<file path="src/sp3_port_map.vh">
// Constants for the third switch port's reduced and serial data link.
// Assumes the system clock and link rates named below.
`ifndef SP3_PORT_MAP_VH
`define SP3_PORT_MAP_VH

// System clock and serial link bit rate, in MHz
`define SP3_SYS_CLK_MHZ     50
`define SP3_SER_BIT_MHZ     10
// Serial bit clock divider and the count at which its clock falls
`define SP3_SER_DIV         (`SP3_SYS_CLK_MHZ / `SP3_SER_BIT_MHZ)
`define SP3_SER_FALL        3
// Reference edges per di-bit at the slow line rate
`define SP3_SLOW_REPEAT     10

// Frame framing
`define SP3_PREAMBLE_BYTE   8'h55
`define SP3_SFD_BYTE        8'hD5
`define SP3_PREAMBLE_LAST   3'h6
`define SP3_PREAMBLE_DONE   3'h7
`define SP3_BYTE_BITS       4'h8

// Widths
`define SP3_DIBIT_W         2
`define SP3_SYNC_W          5

`endif

</file>
<file path="src/sp3_rmii_sni_port.v">
// Data link of switch port 3 in reduced (di-bit) and serial (7-wire) modes.
// Assumes the fabric side runs on sys_clk; all link pins are asynchronous
// and pass sp3_sync before use. Mode, speed and duplex are static levels.
`timescale 1ns/1ps
`default_nettype none
`include "sp3_port_map.vh"

// How it works
// Reduced link carries frames at 10 or 100 Mb/s on the same pins.
// Reduced mode is timed by an external 50 MHz reference clock input.
// Independent two-bit transmit and receive data paths in reduced mode.
// All reduced-mode activity steps on reference clock rising edges only; ing_collision here updates on every sys_clk cycle.
// Device drives valid and two receive bits; takes enable and two transmit bits.
// No receive-error output exists on the reduced link.
// Error input marks the incoming frame as bad so the fabric drops it.
// Reduced-mode collision: own valid and far enable active together, half duplex.
// Board ties unused transmit bits 3:2 and error input low.
// Same port works against an external PHY or another MAC.
// MAC-to-MAC: outputs cross to inputs, shared clock, error unused.
// Serial mode: device is the PHY on a seven-signal link.
// Serial mode moves one bit per bit clock on data bit 0.
// Serial mode: enable marks incoming bits, valid output marks outgoing bits.
// Serial half duplex: collision output while controller transmits into busy link.
// Serial mode: device sources both transmit and receive bit clocks.
// Reduced mode launches and samples on reference clock rising edges.
module sp3_link_port (
   // Clock and reset
   input  wire       sys_clk,
   input  wire       rst_b,
   // Static configuration
   input  wire       port_serial_mode_in,
   input  wire       port_speed_100_in,
   input  wire       port_full_duplex_in,
   // Link pins, same set toward a PHY or a MAC
   input  wire       port_reference_clock_in,
   input  wire       port_tx_enable_in,
   input  wire [1:0] port_tx_data_in,
   input  wire       port_tx_error_in,
   output reg        port_rx_valid_out,
   output reg  [1:0] port_rx_data_out,
   output reg        port_collision_out,
   output reg        port_tx_clock,
   output reg        port_rx_clock,
   // Fabric egress stream (sent on the link)
   input  wire       eg_valid,
   input  wire [7:0] eg_data,
   input  wire       eg_last,
   output wire       eg_ready,
   // Fabric ingress stream (received from the link)
   output reg        ing_valid,
   output reg  [7:0] ing_data,
   output reg        ing_first,
   output reg        ing_end,
   output reg        ing_bad,
   output reg        ing_collision
);

   localparam [1:0] EG_IDLE = 2'd0;
   localparam [1:0] EG_PRE  = 2'd1;
   localparam [1:0] EG_DATA = 2'd2;
   localparam [1:0] IN_IDLE = 2'd0;
   localparam [1:0] IN_HUNT = 2'd1;
   localparam [1:0] IN_DATA = 2'd2;
   localparam integer DIV_N  = `SP3_SER_DIV;
   localparam integer FALL_N = `SP3_SER_FALL;
   localparam integer REP_N  = `SP3_SLOW_REPEAT;
   localparam [2:0] SER_LAST = DIV_N[2:0] - 3'h1;
   localparam [2:0] SER_FALL = FALL_N[2:0];
   localparam [3:0] REP_LAST = REP_N[3:0] - 4'h1;

   // Bits moved per link step
   function [3:0] step_bits;
      input serial;
      begin
         step_bits = serial ? 4'h1 : 4'h2;
      end
   endfunction

   // Link pin synchronisation
   wire [`SP3_SYNC_W-1:0] pins_s;
   wire                   ref_s;
   wire                   en_s;
   wire                   err_s;
   wire [1:0]             txd_s;

   sp3_sync #(
      .W (`SP3_SYNC_W)
   ) u_pin_sync (
      .sys_clk  (sys_clk),
      .rst_b    (rst_b),
      .async_in ({port_reference_clock_in, port_tx_enable_in, port_tx_error_in,
                  port_tx_data_in}),
      .sync_q   (pins_s)
   );

   assign ref_s = pins_s[4];
   assign en_s  = pins_s[3];
   assign err_s = pins_s[2];
   assign txd_s = pins_s[1:0];

   // Link step generation
   reg        ref_prev_q;
   reg [3:0]  rep_q;
   reg [2:0]  div_q;
   wire       ref_rise;
   wire       rmii_tick;
   wire       ser_tick;
   wire       tick;
   wire [3:0] nbits;

   assign ref_rise  = ref_s & ~ref_prev_q;
   assign rmii_tick = ref_rise & (port_speed_100_in | (rep_q == 4'h0));
   assign ser_tick  = (div_q == SER_FALL);
   assign tick      = port_serial_mode_in ? ser_tick : rmii_tick;
   assign nbits     = step_bits(port_serial_mode_in);

   always @(posedge sys_clk or negedge rst_b) begin
      if (!rst_b) begin
         ref_prev_q    <= 1'b0;
         rep_q         <= 4'h0;
         div_q         <= 3'h0;
         port_tx_clock <= 1'b0;
         port_rx_clock <= 1'b0;
      end else begin
         ref_prev_q <= ref_s;
         // Slow rate holds each di-bit for ten reference edges
         if (ref_rise) begin
            rep_q <= (rep_q == REP_LAST) ? 4'h0 : rep_q + 4'h1;
         end
         div_q <= (div_q == SER_LAST) ? 3'h0 : div_q + 3'h1;
         // Bit clocks fall where data changes, so partner samples mid-bit
         port_tx_clock <= port_serial_mode_in & (div_q < SER_FALL);
         port_rx_clock <= port_serial_mode_in & (div_q < SER_FALL);
      end
   end

   // Egress: preamble, delimiter, then fabric bytes, LSB first
   reg [1:0] eg_state_q;
   reg [7:0] eg_sh_q;
   reg [3:0] eg_left_q;
   reg [2:0] pre_cnt_q;
   reg       eg_last_q;
   wire      byte_done;
   wire      fetch_now;

   assign byte_done = tick & (eg_left_q == nbits);
   assign fetch_now = byte_done & (((eg_state_q == EG_PRE) & (pre_cnt_q == `SP3_PREAMBLE_DONE))
                                   | ((eg_state_q == EG_DATA) & ~eg_last_q));
   assign eg_ready  = fetch_now;

   always @(posedge sys_clk or negedge rst_b) begin
      if (!rst_b) begin
         eg_state_q        <= EG_IDLE;
         eg_sh_q           <= 8'h00;
         eg_left_q         <= 4'h0;
         pre_cnt_q         <= 3'h0;
         eg_last_q         <= 1'b0;
         port_rx_valid_out <= 1'b0;
         port_rx_data_out  <= 2'h0;
      end else if (tick) begin
         case (eg_state_q)
            EG_IDLE: begin
               port_rx_valid_out <= 1'b0;
               port_rx_data_out  <= 2'h0;
               eg_last_q         <= 1'b0;
               if (eg_valid) begin
                  eg_state_q <= EG_PRE;
                  eg_sh_q    <= `SP3_PREAMBLE_BYTE;
                  eg_left_q  <= `SP3_BYTE_BITS;
                  pre_cnt_q  <= 3'h0;
               end
            end
            EG_PRE, EG_DATA: begin
               port_rx_valid_out <= 1'b1;
               port_rx_data_out  <= port_serial_mode_in ? {1'b0, eg_sh_q[0]}
                                                        : eg_sh_q[1:0];
               eg_sh_q   <= port_serial_mode_in ? {1'b0, eg_sh_q[7:1]}
                                                : {2'b00, eg_sh_q[7:2]};
               eg_left_q <= eg_left_q - nbits;
               if (byte_done) begin
                  eg_left_q <= `SP3_BYTE_BITS;
                  if (fetch_now) begin
                     // Underrun ends the frame early; no buffer to cover it
                     if (eg_valid) begin
                        eg_state_q <= EG_DATA;
                        eg_sh_q    <= eg_data;
                        eg_last_q  <= eg_last;
                     end else begin
                        eg_state_q <= EG_IDLE;
                     end
                  end else if (eg_state_q == EG_PRE) begin
                     pre_cnt_q <= pre_cnt_q + 3'h1;
                     eg_sh_q   <= (pre_cnt_q == `SP3_PREAMBLE_LAST) ? `SP3_SFD_BYTE
                                                                     : `SP3_PREAMBLE_BYTE;
                  end else begin
                     eg_state_q <= EG_IDLE;
                  end
               end
            end
            default: begin
               eg_state_q <= EG_IDLE;
            end
         endcase
      end
   end

   // Ingress: hunt for the delimiter's closing ones, then assemble bytes
   reg [1:0] in_state_q;
   reg [7:0] in_sh_q;
   reg [3:0] in_cnt_q;
   reg       in_prev_q;
   reg       in_err_q;
   reg       in_first_q;
   wire      sfd_seen;
   wire      half_col;
   wire [7:0] in_next;

   assign sfd_seen = port_serial_mode_in ? (txd_s[0] & in_prev_q) : (txd_s == 2'b11);
   assign in_next  = port_serial_mode_in ? {txd_s[0], in_sh_q[7:1]}
                                         : {txd_s, in_sh_q[7:2]};
   // Both directions busy at once only counts in half duplex
   assign half_col = ~port_full_duplex_in & port_rx_valid_out & en_s;

   always @(posedge sys_clk or negedge rst_b) begin
      if (!rst_b) begin
         in_state_q         <= IN_IDLE;
         in_sh_q            <= 8'h00;
         in_cnt_q           <= 4'h0;
         in_prev_q          <= 1'b0;
         in_err_q           <= 1'b0;
         in_first_q         <= 1'b0;
         ing_valid          <= 1'b0;
         ing_data           <= 8'h00;
         ing_first          <= 1'b0;
         ing_end            <= 1'b0;
         ing_bad            <= 1'b0;
         ing_collision      <= 1'b0;
         port_collision_out <= 1'b0;
      end else begin
         ing_valid          <= 1'b0;
         ing_end            <= 1'b0;
         ing_collision      <= ~port_serial_mode_in & half_col;
         port_collision_out <= port_serial_mode_in & half_col;
         if (tick) begin
            if (!en_s) begin
               if (in_state_q == IN_DATA) begin
                  ing_end <= 1'b1;
                  // Error flag or a torn last byte makes the frame bad
                  ing_bad <= in_err_q | err_s | (in_cnt_q != 4'h0);
               end
               in_state_q <= IN_IDLE;
               in_prev_q  <= 1'b0;
            end else begin
               in_prev_q <= txd_s[0];
               case (in_state_q)
                  IN_IDLE: begin
                     in_state_q <= IN_HUNT;
                     in_err_q   <= err_s;
                  end
                  IN_HUNT: begin
                     in_err_q <= in_err_q | err_s;
                     if (sfd_seen) begin
                        in_state_q <= IN_DATA;
                        in_cnt_q   <= 4'h0;
                        in_first_q <= 1'b1;
                     end
                  end
                  IN_DATA: begin
                     in_err_q <= in_err_q | err_s;
                     in_sh_q  <= in_next;
                     if (in_cnt_q + nbits == `SP3_BYTE_BITS) begin
                        in_cnt_q   <= 4'h0;
                        ing_valid  <= 1'b1;
                        ing_data   <= in_next;
                        ing_first  <= in_first_q;
                        in_first_q <= 1'b0;
                     end else begin
                        in_cnt_q <= in_cnt_q + nbits;
                     end
                  end
                  default: begin
                     in_state_q <= IN_IDLE;
                  end
               endcase
            end
         end
      end
   end

endmodule

`default_nettype wire

</file>
<file path="src/sp3_sync.v">
// Two-flop synchroniser for pin-level inputs.
// Assumes inputs are levels from outside the sys_clk domain.
`timescale 1ns/1ps
`default_nettype none

module sp3_sync #(
   parameter W = 1
) (
   // Clock and reset
   input  wire         sys_clk,
   input  wire         rst_b,
   // Async levels in, synchronous levels out
   input  wire [W-1:0] async_in,
   output reg  [W-1:0] sync_q
);

   reg [W-1:0] meta_q;

   // First stage feeds only the second stage
   always @(posedge sys_clk or negedge rst_b) begin
      if (!rst_b) begin
         meta_q <= {W{1'b0}};
         sync_q <= {W{1'b0}};
      end else begin
         meta_q <= async_in;
         sync_q <= meta_q;
      end
   end

endmodule

`default_nettype wire

</file>
<file path="config.mk">
export PLATFORM = sky130hd
export DESIGN_NAME = sp3_link_port
export DESIGN_NICKNAME = d
export VERILOG_FILES = /design/src/sp3_rmii_sni_port.v /design/src/sp3_sync.v
export VERILOG_INCLUDE_DIRS = /design/src
export SDC_FILE = /design/constraint.sdc
export NUM_CORES = 1
export LEC_CHECK = 0
export BUFFER_PORTS_ARGS = -buffer_cell sky130_fd_sc_hd__buf_2
export CAP_MARGIN = 20
export CELL_PAD_IN_SITES_DETAIL_PLACEMENT = 0
export CELL_PAD_IN_SITES_GLOBAL_PLACEMENT = 1
export CORE_UTILIZATION = 40
export CTS_BUF_LIST = sky130_fd_sc_hd__clkbuf_8
export DETAILED_ROUTE_END_ITERATION = 12
export GPL_TIMING_DRIVEN = 1
export HOLD_SLACK_MARGIN = 0.15
export PLACE_DENSITY_LB_ADDON = 0.08
export SYNTH_ARGS = -nofsm -noshare
export SYNTH_HDL_FRONTEND = slang
export SYNTH_SLANG_ARGS = --single-unit
</file>
<file path="constraint.sdc">
create_clock -name sys_clk -period 3.5 [get_ports sys_clk]
set_input_delay 0.7 -clock sys_clk [delete_from_list [all_inputs] [get_ports sys_clk]]
set_output_delay 0.7 -clock sys_clk [all_outputs]
set_load 0.005 [all_outputs]
</file>
==> results.sh, run 1 <==
export IMPL_run_status="finished, final reports clean"
export IMPL_setup_viol=0
export IMPL_clkTransAtPathRegs_ns=0.07
export IMPL_drv_max_cap_violation_count=0
export IMPL_synth_top_cell_by_area="dfrtp_1"
export IMPL_cts_tree="built"
export IMPL_place_area_mm2=0.00371
export IMPL_fin_worst_skew_ns=0.0132
export IMPL_post_drt_wl_per_cell_um=14.5
export IMPL_post_synth_instance_area_mm2=0.00341
export IMPL_finalCriticalPeriod_ns=2.73
export IMPL_die_area_mm2=0.00890
export IMPL_critPathMaxFanout=16
export IMPL_synth_main_ff_cell="dfrtp_1"
export IMPL_grt_antenna_before_repair=0
export IMPL_fmaxAchievable_mhz=367
export IMPL_sequential_element_share_of_the_synthesized_area_pct=51.4
export IMPL_cts_root_buffer="clkbuf_8"
export IMPL_final_cell_mix="dfrtp_1 (70), buf_2 (39), nor2_1 (25)"
export IMPL_post_route_cell_area_mm2=0.00395
export IMPL_synth_area_leaders="dfrtp_1 (51%), ha_1 (7.0%), mux2i_1 (5.3%), a21oi_1 (3.5%), nor2_1 (2.8%)"
export IMPL_floorplan_io_pins=40
export IMPL_worstSetupPathType="in2out"
export IMPL_cts_inserted_buffers=9
export IMPL_crit_path_end_kind="output port"
export IMPL_areaGrowthSynthToFinish_pct=15.7
export IMPL_clock_sinks=70
export IMPL_drc_violation_count_after_routing=0
export IMPL_power_per_cell_area_mw_per_mm2=634
export IMPL_overflow=0
export IMPL_dp_hpwl_um=4720
export IMPL_setup_tns_ns=0
export IMPL_final_core_utilization_pct=48.0
export IMPL_die_h_um=94.3
export IMPL_dr_total_vias=2354
export IMPL_max_slew_worst_pin_slew_ns=0.894
export IMPL_drtIter0Drc=84
export IMPL_final_nets=400
export IMPL_finalPower_mw=2.50
export IMPL_maxSlewViolCount=0
export IMPL_report_final_hold_viol_count=0
export IMPL_synth_edff_count=0
export IMPL_synth_async_sr_flop_share_pct=100
export IMPL_power_ir_vdd_worst_mv=0.272
export IMPL_leakage_power_nw=1.92
export IMPL_detail_route_vias_per_cell=5.02
export IMPL_io_buffers=39
export IMPL_arrival_ns=2.03
export IMPL_critical_path_required_ns=2.80
export IMPL_via_count_of_the_first_global_routing_pass=2309
export IMPL_grt_pass1_wl_um=11600
export IMPL_cts_repair_resize_count=0
export IMPL_hold_crit_class="reg2reg"
export IMPL_syn_area_per_cell_um2=10.8
export IMPL_grt_max_degree=71
export IMPL_globalRouteTotalUtil_pct=17.3
export IMPL_post_route_period_util_pct=77.9
export IMPL_rsz_0062_raised_after_global_routing="no"
export IMPL_routabilityCongestion=0.796
export IMPL_postSynthCellCount=315
export IMPL_design_core_area_mm2=0.00822
export IMPL_clock_tree_buffer_depth=2
export IMPL_layout_cells_most_common="dfrtp_1"
export IMPL_cts_repair_timing_setup_buffer_count=0
export IMPL_final_layout_size_suffix_gt1_share_pct=19.8
export IMPL_antenna_diode_count=0
export IMPL_synth_lib_cells_used_distinct=52
export IMPL_die_w_um=94.3
export IMPL_drt_total_wl_um=6790
export IMPL_drt_first_pass_iters=4
export IMPL_synth_nets=356
export IMPL_layout_filler_cells=790
export IMPL_ys_warnings_count=0
export IMPL_clk_latency_ns=0.35
export IMPL_cts_hold_fix_buffers=0
export IMPL_route_antenna_remaining_nets=0
export IMPL_timing_max_slew_rel_slack_pct=40.4
export IMPL_ys_ff_latch=70
export IMPL_std_cell_rows=33
export IMPL_clock_tree_htree_level_count=3
export IMPL_floorplan_initialDensity_pct=41.5
export IMPL_timing_critical_path_from_type="primary input"
export IMPL_post_synth_top_area_fraction_pct=51.4
-- sequential cells by signal, indices dropped and copies added, names as in the netlist, 2 cells and up --
| register | cells |
|---|---|
| port_rx_data_out | 2 |
| in_sh_q | 7 |
| in_cnt_q | 4 |
| in_state_q | 2 |
| rep_q | 4 |
| eg_sh_q | 8 |
| eg_state_q | 2 |
| pre_cnt_q | 3 |
| u_pin_sync.meta_q | 5 |
| u_pin_sync.sync_q | 5 |
| eg_left_q | 4 |
| ing_data | 8 |
| div_q | 3 |
-- synth_stat cells (2+ instances only) --
cell type,n
nand2b_1,2
a21oi_1,24
nand2_1,24
or3_1,5
inv_1,20
nor3_1,4
ha_1,19
o21ai_1,6
o21ai_0,10
nor4_1,2
mux2i_1,18
o21a_1,2
xor2_1,2
buf_2,4
nand3b_1,2
a31oi_1,3
buf_4,4
mux2_2,8
nor2_1,25
a21o_1,2
o22a_1,2
and3_1,5
a22o_1,4
nor4b_1,2
mux2_1,3
fa_1,2
and2_1,2
dfrtp_1,70
nand4_1,3
clkbuf_1,2
nand3_1,7
nor2b_1,6
a211oi_1,2
-- worst max-delay path, cell delays in order --
cell and delay [ns]:
buf_2 0.21, ha_1 0.36, nand4bb_1 0.17, a21oi_1 0.23, nand2_1 0.16, inv_1 0.08
buf_2 0.10
-- metal layers --
layer	vias to the layer above	global-route usage (%)	part of all wire, %
met5	-	0	0
met1	1114	24.5	52
met4	0	5.38	1.2
met2	35	25.4	43
met3	7	5.23	3.5
li1	1198	-	-
-- path summary, 6_finish.rpt --
check                                          startpoint                        endpoint  slack [ns]  cells after the start
setup / recovery                      port_serial_mode_in                        eg_ready        0.77                      7
hold / removal             u_pin_sync.meta_q[2]$_DFF_PN0_  u_pin_sync.sync_q[2]$_DFF_PN0_        0.35                      0
setup reg to reg                       div_q[0]$_DFF_PN0_          eg_sh_q[0]$_DFFE_PN0P_        1.19                      7
hold reg to reg            u_pin_sync.meta_q[2]$_DFF_PN0_  u_pin_sync.sync_q[2]$_DFF_PN0_        0.35                      0
max in group asynchronous                           rst_b              div_q[2]$_DFF_PN0_        2.36                      2
min in group asynchronous                           rst_b          eg_sh_q[4]$_DFFE_PN0P_        0.56                      2
-- through the flow --
stage / worst slack [ns] / hold slack (ns) / cells
after CTS: 0.752 / 0.353 / 469
after floorplan: 0.434 / 0.331 / 315
after global placement: 0.538 / 0.333 / 453
after detailed placement: 0.478 / 0.335 / 453
after global routing: 0.665 / 0.366 / 469
final: 0.774 / 0.350 / 469
-- where the power goes --
group | switching (mW) | internal [mW]
Sequential | 0.157 | 0.988
Clock | 0.310 | 0.440
Combinational | 0.322 | 0.285
-- area by class of cell --
type                            count  area [um2]  area share, %
Clock buffer                       11         151           3.84
Clock inverter                      5        81.3           2.06
Multi-Input combinational cell    214        1520           38.6
Inverter                           20        75.1           1.90
Timing Repair Buffer               44         233           5.90
Tap cell                          105         131           3.33
Sequential cell                    70        1750           44.4
-- cell families (layout without fill, tap and decap cells) --
family,Yosys count,after routing,share of synthesized area (%)
compound gates,65,65,12.0
xor+xnor,3,3,0.771
fa+ha+maj,21,21,8.14
flops,70,70,51.4
mux,29,29,8.91
buf+inv,31,80,4.00
simple gates,96,96,14.9
Power figures use the tool's default switching activity.
==> run 2, diff against run 1 <==
==> constraint.sdc (replaced) <==
create_clock -name sys_clk -period 2.6 [get_ports sys_clk]
set_input_delay 0.52 -clock sys_clk [delete_from_list [all_inputs] [get_ports sys_clk]]
set_output_delay 0.52 -clock sys_clk [all_outputs]
set_load 0.005 [all_outputs]
==> run 2 against run 1 <==
Total power is 38% higher. Cell count is 1.7% higher. Sequential share of layout area is 1.1 points lower. Sequential power is 35% higher. Wire length is 0.63% lower. Critical path depth stayed put. Global-route usage is 0.22 points lower. Register-to-register slack worse by 0.77 ns. Clock power is 43% higher.
==> results.sh, run 2 (same netlist as run 1, synthesis figures left out) <==
export IMPL_run_status="finished, final reports clean"
export IMPL_final_cell_mix="dfrtp_1 (70), buf_2 (39), nor2_1 (25)"
export IMPL_timing_critical_path_slowest_stage_cell="dfrtp_1"
export IMPL_post_route_period_util_pct=93.8
export IMPL_final_layout_size_suffix_gt1_share_pct=21.8
export IMPL_worstSetupPathType="reg2out"
export IMPL_routabilityCongestion=0.753
export IMPL_netSwitchingFraction_pct=31.2
export IMPL_std_cell_rows=33
export IMPL_net_switching_power_mw=1.08
export IMPL_dp_slack_ns=0.171
export IMPL_critical_path_top_cell_by_count="ha_1"
export IMPL_detail_route_vias_per_cell=5.03
export IMPL_floorplan_io_pins=40
export IMPL_finalCriticalPeriod_ns=2.44
export IMPL_flop_to_flop_setup_slack_ns=0.42
export IMPL_p_seq_share_pct=44.4
export IMPL_fmaxAchievable_mhz=410
export IMPL_arrival_ns=1.92
export IMPL_reg_top3="eg_sh_q x8, ing_data x8, in_sh_q x7"
export IMPL_report_final_hold_viol_count=0
export IMPL_rsz_0062_raised_after_global_routing="no"
export IMPL_clock_sinks=70
export IMPL_design_core_area_mm2=0.00822
export IMPL_critical_path_reg2reg_endpoint="in_first_q$_DFFE_PN0P_"
export IMPL_leakage_power_nw=1.96
export IMPL_cts_hold_fix_buffers=0
export IMPL_power_ir_vdd_worst_mv=0.369
export IMPL_post_drt_wl_per_cell_um=14.1
export IMPL_layout_cells_most_common="dfrtp_1"
export IMPL_timing_critical_path_from_type="flip-flop"
export IMPL_fin_worst_skew_ns=0.00961
export IMPL_die_h_um=94.3
export IMPL_die_w_um=94.3
export IMPL_final_nets=408
export IMPL_drtIter0Drc=52
export IMPL_max_slew_worst_pin_slew_ns=0.492
export IMPL_timing_max_slew_rel_slack_pct=66.8
export IMPL_setup_tns_ns=0
export IMPL_clk_latency_ns=0.34
export IMPL_antenna_diode_count=0
export IMPL_timing_critical_path_cells="ha_1 > ha_1 > and2_1 > o22a_2 > nand2_1 > inv_1 > buf_2"
export IMPL_drv_max_cap_violation_count=0
export IMPL_overflow=0
export IMPL_worst_slack_ns=0.162
export IMPL_areaGrowthSynthToFinish_pct=18.6
export IMPL_maxSlewViolCount=0
export IMPL_grt_pass1_wl_um=11500
export IMPL_clkTransAtPathRegs_ns=0.08
export IMPL_clock_tree_htree_level_count=3
export IMPL_layout_filler_cells=782
export IMPL_io_buffers=39
export IMPL_hold_crit_class="in2async"
export IMPL_pwr_share_clk_pct=30.8
export IMPL_cts_inserted_buffers=9
export IMPL_floorplan_initialDensity_pct=41.5
export IMPL_crit_path_end_kind="output port"
export IMPL_drt_total_wl_um=6740
export IMPL_critPathMaxFanout=8
export IMPL_dr_total_vias=2400
export IMPL_grt_max_degree=71
export IMPL_die_area_mm2=0.00890
export IMPL_drt_first_pass_iters=4
export IMPL_dp_hpwl_um=4780
export IMPL_setup_viol=0
export IMPL_regArea_mm2=0.00175
export IMPL_drc_violation_count_after_routing=0
export IMPL_critical_path_required_ns=2.08
export IMPL_cts_tree="built"
export IMPL_final_core_utilization_pct=49.2
export IMPL_multi_input_comb_area_mm2=0.00152
export IMPL_share_comb_of_total_power_pct=24.8
export IMPL_r2r_startpoint="in_cnt_q[0]$_DFFE_PN0P_"
export IMPL_cts_root_buffer="clkbuf_8"
export IMPL_via_count_of_the_first_global_routing_pass=2321
export IMPL_critical_path_max_stage_delay_ns=0.42
export IMPL_clock_tree_buffer_depth=2
export IMPL_grt_antenna_before_repair=0
export IMPL_power_report_internal_total_mw=2.38
export IMPL_globalRouteTotalUtil_pct=17.1
export IMPL_r2r_worst_path_cells=6
export IMPL_route_antenna_remaining_nets=0
export IMPL_power_per_cell_area_mw_per_mm2=856
==> run 2: changes by cell type in the layout (fill, tap and decap cells not counted), sizes merged <==
cell      delta
buf          +8
clkbuf       -2
bufinv       +1
clkinvlp     +1
==> run 2: worst max path at each step <==
| stage | from | endpoint | slack [ns] | cells after the start |
|---|---|---|---|---|
| detailed placement | port_serial_mode_in | in_first_q$_DFFE_PN0P_ | 0.17 | 7 |
| global route | div_q[0]$_DFF_PN0_ | eg_ready | 0.03 | 7 |
| floorplan | port_serial_mode_in | in_first_q$_DFFE_PN0P_ | 0.03 | 8 |
| global placement | port_serial_mode_in | in_first_q$_DFFE_PN0P_ | 0.19 | 7 |
| finish | div_q[0]$_DFF_PN0_ | eg_ready | 0.16 | 7 |
| CTS | div_q[0]$_DFF_PN0_ | eg_ready | 0.07 | 7 |
==> run 2: repair_timing <==
action                     in CTS  in global routing
setup buffers                   0                  0
setup endpoints to repair       0                  1
gates resized for setup         0                  1
hold endpoints to repair        0                  0
==> run 2: per-layer routing <==
layer,GRT usage [%],vias up,share of wire [%]
met5,0,-,0
met1,25.6,1139,52
li1,-,1211,-
met3,3.22,8,3.5
met4,7.82,0,1.3
met2,23.7,42,43
==> run 2: power by group through the flow <==
stage          Sequential (mW)  Combinational (mW)  Clock (mW)
6_report                  1.54               0.859        1.07
2_1_floorplan             1.51               0.629           0
3_5_place_dp              1.57               0.865           0
4_1_cts                   1.54               0.872        1.11
5_1_grt                   1.58               0.982        1.15
3_3_place_gp              1.56               0.859           0
==> run 2: critical path, delay by kind of cell (launching register included) <==
| kind | cells | cell delay, ns |
|---|---|---|
| AO/OA/AOI/OAI | 1 | 0.28 |
| adder cells (fa/ha/maj) | 2 | 0.40 |
| buffers and inverters | 2 | 0.17 |
| flip-flops | 1 | 0.42 |
| AND/OR/NAND/NOR | 2 | 0.31 |
==> run 2: stage by stage <==
stage,instance area [um2],power (mW),std cells,hold slack (ns)
final,4050,3.46,477,0.187
after global placement,3800,2.42,461,0.332
after floorplan,3410,2.14,315,0.224
after detailed placement,3800,2.43,461,0.336
after global routing,4050,3.72,477,0.222
after CTS,4050,3.52,477,0.201
==> run 2: cell type report <==
class	instances	share of cell area [%]
Inverter	20	1.86
Clock inverter	7	3.03
Timing Repair Buffer	52	7.85
Clock buffer	9	3.06
Sequential cell	70	43.3
Multi-Input combinational cell	214	37.7
Tap cell	105	3.25
==> run 3, diff against run 2 <==
--- a/config.mk
+++ b/config.mk
@@ -6,13 +6,12 @@
 export SDC_FILE = /design/constraint.sdc
 export NUM_CORES = 1
 export LEC_CHECK = 0
-export BUFFER_PORTS_ARGS = -buffer_cell sky130_fd_sc_hd__buf_2
-export CAP_MARGIN = 20
 export CELL_PAD_IN_SITES_DETAIL_PLACEMENT = 0
 export CELL_PAD_IN_SITES_GLOBAL_PLACEMENT = 1
 export CORE_UTILIZATION = 40
 export CTS_BUF_LIST = sky130_fd_sc_hd__clkbuf_8
 export DETAILED_ROUTE_END_ITERATION = 12
+export DONT_BUFFER_PORTS = 1
 export GPL_TIMING_DRIVEN = 1
 export HOLD_SLACK_MARGIN = 0.15
 export PLACE_DENSITY_LB_ADDON = 0.08
==> constraint.sdc (replaced) <==
create_clock -name sys_clk -period 2.6 [get_ports sys_clk]
set_input_delay 0.52 -clock sys_clk [delete_from_list [all_inputs] [get_ports sys_clk]]
set_output_delay 0.52 -clock sys_clk [all_outputs]
set_load 0.05 [all_outputs]
==> run 3 against run 2 <==
Sequential share of layout area up 2.7 points. Final area down 5.8%. Sequential power up 6%. Fmax down 1.3%. Utilization down 2.9 points. Via count down 7.5%. Flip-flop and latch count unchanged. Register-to-register slack worse by 0.02 ns. Count of clock-buffer cells in the layout up 2. Critical path type unchanged. First-iteration DRC count up 62%. Clock skew down 0.0018 ns. Clock power down 6%.
==> results.sh, run 3 (same netlist as run 1, synthesis figures left out) <==
export IMPL_net_switching_power_mw=1.15
export IMPL_die_w_um=94.3
export IMPL_cts_repair_timing_setup_buffer_count=0
export IMPL_via_count_of_the_first_global_routing_pass=2228
export IMPL_overflow=0
export IMPL_detail_route_vias_per_cell=5.12
export IMPL_setup_tns_ns=0
export IMPL_antenna_diode_count=0
export IMPL_hold_crit_class="in2reg"
export IMPL_drt_total_wl_um=6740
export IMPL_grt_max_degree=71
export IMPL_reg_top3="eg_sh_q x8, ing_data x8, in_sh_q x7"
export IMPL_flop_to_flop_setup_slack_ns=0.40
export IMPL_power_per_cell_area_mw_per_mm2=905
export IMPL_fin_worst_skew_ns=0.00782
export IMPL_dr_total_vias=2219
export IMPL_std_cell_rows=33
export IMPL_floorplan_initialDensity_pct=41.5
export IMPL_setup_viol=0
export IMPL_holdPathEnd="u_pin_sync.meta_q[2]$_DFF_PN0_"
export IMPL_maxSlewViolCount=0
export IMPL_clock_tree_htree_level_count=3
export IMPL_design_core_area_mm2=0.00822
export IMPL_share_comb_of_total_power_pct=23.0
export IMPL_timing_critical_path_from_type="flip-flop"
export IMPL_crit_path_end_kind="output port"
export IMPL_io_buffers=0
export IMPL_die_area_mm2=0.00890
export IMPL_critical_path_reg2reg_endpoint="in_first_q$_DFFE_PN0P_"
export IMPL_clock_tree_buffer_depth=2
export IMPL_critPathMaxFanout=8
export IMPL_clock_sinks=70
export IMPL_areaGrowthSynthToFinish_pct=11.7
export IMPL_dp_hpwl_um=4690
export IMPL_floorplan_io_pins=40
export IMPL_final_layout_size_suffix_gt1_share_pct=11.6
export IMPL_grt_pass1_wl_um=11200
export IMPL_post_drt_wl_per_cell_um=15.6
export IMPL_cts_root_buffer="clkbuf_8"
export IMPL_arrival_ns=1.95
export IMPL_post_route_period_util_pct=95.0
export IMPL_routabilityCongestion=0.737
export IMPL_timing_hold_worst_start="port_tx_error_in"
export IMPL_dp_cells=415
export IMPL_fmaxAchievable_mhz=405
export IMPL_r2r_worst_path_cells=6
export IMPL_p_seq_share_pct=47.5
export IMPL_worstSetupPathType="reg2out"
export IMPL_grt_antenna_before_repair=0
export IMPL_clk_latency_ns=0.35
export IMPL_power_report_internal_total_mw=2.29
export IMPL_finalHoldWorstSlack_ns=0.192
export IMPL_clkTransAtPathRegs_ns=0.08
export IMPL_power_ir_vdd_worst_mv=0.396
export IMPL_r2r_startpoint="in_cnt_q[0]$_DFFE_PN0P_"
export IMPL_layout_cells_most_common="dfrtp_1"
export IMPL_drtIter0Drc=84
export IMPL_netSwitchingFraction_pct=33.5
export IMPL_drc_violation_count_after_routing=0
export IMPL_run_status="finished, final reports clean"
export IMPL_timing_max_slew_rel_slack_pct=42.2
export IMPL_hold_path_depth=0
export IMPL_drt_first_pass_iters=4
export IMPL_report_final_hold_viol_count=0
export IMPL_finalPower_mw=3.45
export IMPL_rsz_0062_raised_after_global_routing="no"
export IMPL_leakage_power_nw=1.75
export IMPL_cts_tree="built"
export IMPL_drv_max_cap_violation_count=0
export IMPL_final_cell_mix="dfrtp_1 (70), nor2_1 (25), a21oi_1 (24)"
export IMPL_cts_inserted_buffers=9
export IMPL_pwr_share_clk_pct=29.4
export IMPL_final_core_utilization_pct=46.4
export IMPL_final_nets=364
export IMPL_route_antenna_remaining_nets=0
export IMPL_critical_path_required_ns=2.08
export IMPL_die_h_um=94.3
export IMPL_fin_cells=433
export IMPL_finalCriticalPeriod_ns=2.47
export IMPL_globalRouteTotalUtil_pct=16.9
export IMPL_max_slew_worst_pin_slew_ns=0.868
-- run 3: cell types whose count changed in the layout (fill, tap and decap cells not counted), sizes merged --
cell	delta
bufinv	-1
clkbuf	+2
inv	-1
buf	-45
dlygate4sd3	+1
-- run 3: layout make-up --
class	count	area, um2
tap	105	131
clock buffer	11	151
timing repair buffer	8	82.6
multi-input combinational	214	1530
inverter	20	78.8
fill	776	4410
clock inverter	5	81.3
sequential	70	1750
-- run 3: through the flow --
step	setup WS, ns	instance area, um2
after floorplan	0.0252	3410
after global routing	0.0195	3810
after detailed placement	0.283	3530
after CTS	0.0514	3800
after global placement	0.303	3530
final	0.129	3810
-- run 3: worst max-delay path by stage --
stage	depth (start not counted)	end	slack [ns]	start
global placement	6	in_first_q$_DFFE_PN0P_	0.30	port_serial_mode_in
finish	6	eg_ready	0.13	div_q[0]$_DFF_PN0_
CTS	6	eg_ready	0.05	div_q[0]$_DFF_PN0_
global route	6	eg_ready	0.02	div_q[0]$_DFF_PN0_
floorplan	8	in_first_q$_DFFE_PN0P_	0.03	port_serial_mode_in
detailed placement	6	in_first_q$_DFFE_PN0P_	0.28	port_serial_mode_in
-- run 3: metal layers --
metal,wire (um),up-vias,share of wire [%],track usage [%]
met5,0,-,0,0
met4,113,0,1.7,6.15
met3,274,10,4.1,5.07
met2,2790,46,41,22.9
met1,3560,1043,53,25.0
li1,-,1120,-,-
-- run 3: power groups by stage --
| stage | registers, mW | logic (mW) | clock network (mW) |
|---|---|---|---|
| finish | 1.64 | 0.794 | 1.01 |
| global route | 1.68 | 0.913 | 1.10 |
| CTS | 1.64 | 0.808 | 1.06 |
| detailed placement | 1.66 | 0.775 | 0 |
| global placement | 1.66 | 0.758 | 0 |
| floorplan | 1.61 | 0.629 | 0 |
-- run 3: timing repair --
| action | 4_1_cts | 5_1_grt |
|---|---|---|
| setup endpoints to repair | 1 | 1 |
| hold buffers | 2 | 0 |
| endpoints found under the hold margin | 70 | 0 |
| pin swaps | 0 | 0 |
| resized for setup | 3 | 1 |
-- run 3: worst max-delay path, cell delays in order (launching register included) --
cell        delay (ns)
dfrtp_1           0.41
ha_1              0.21
ha_1              0.17
and2_1            0.17
o22a_4            0.26
nand2_2           0.13
clkinvlp_4        0.26
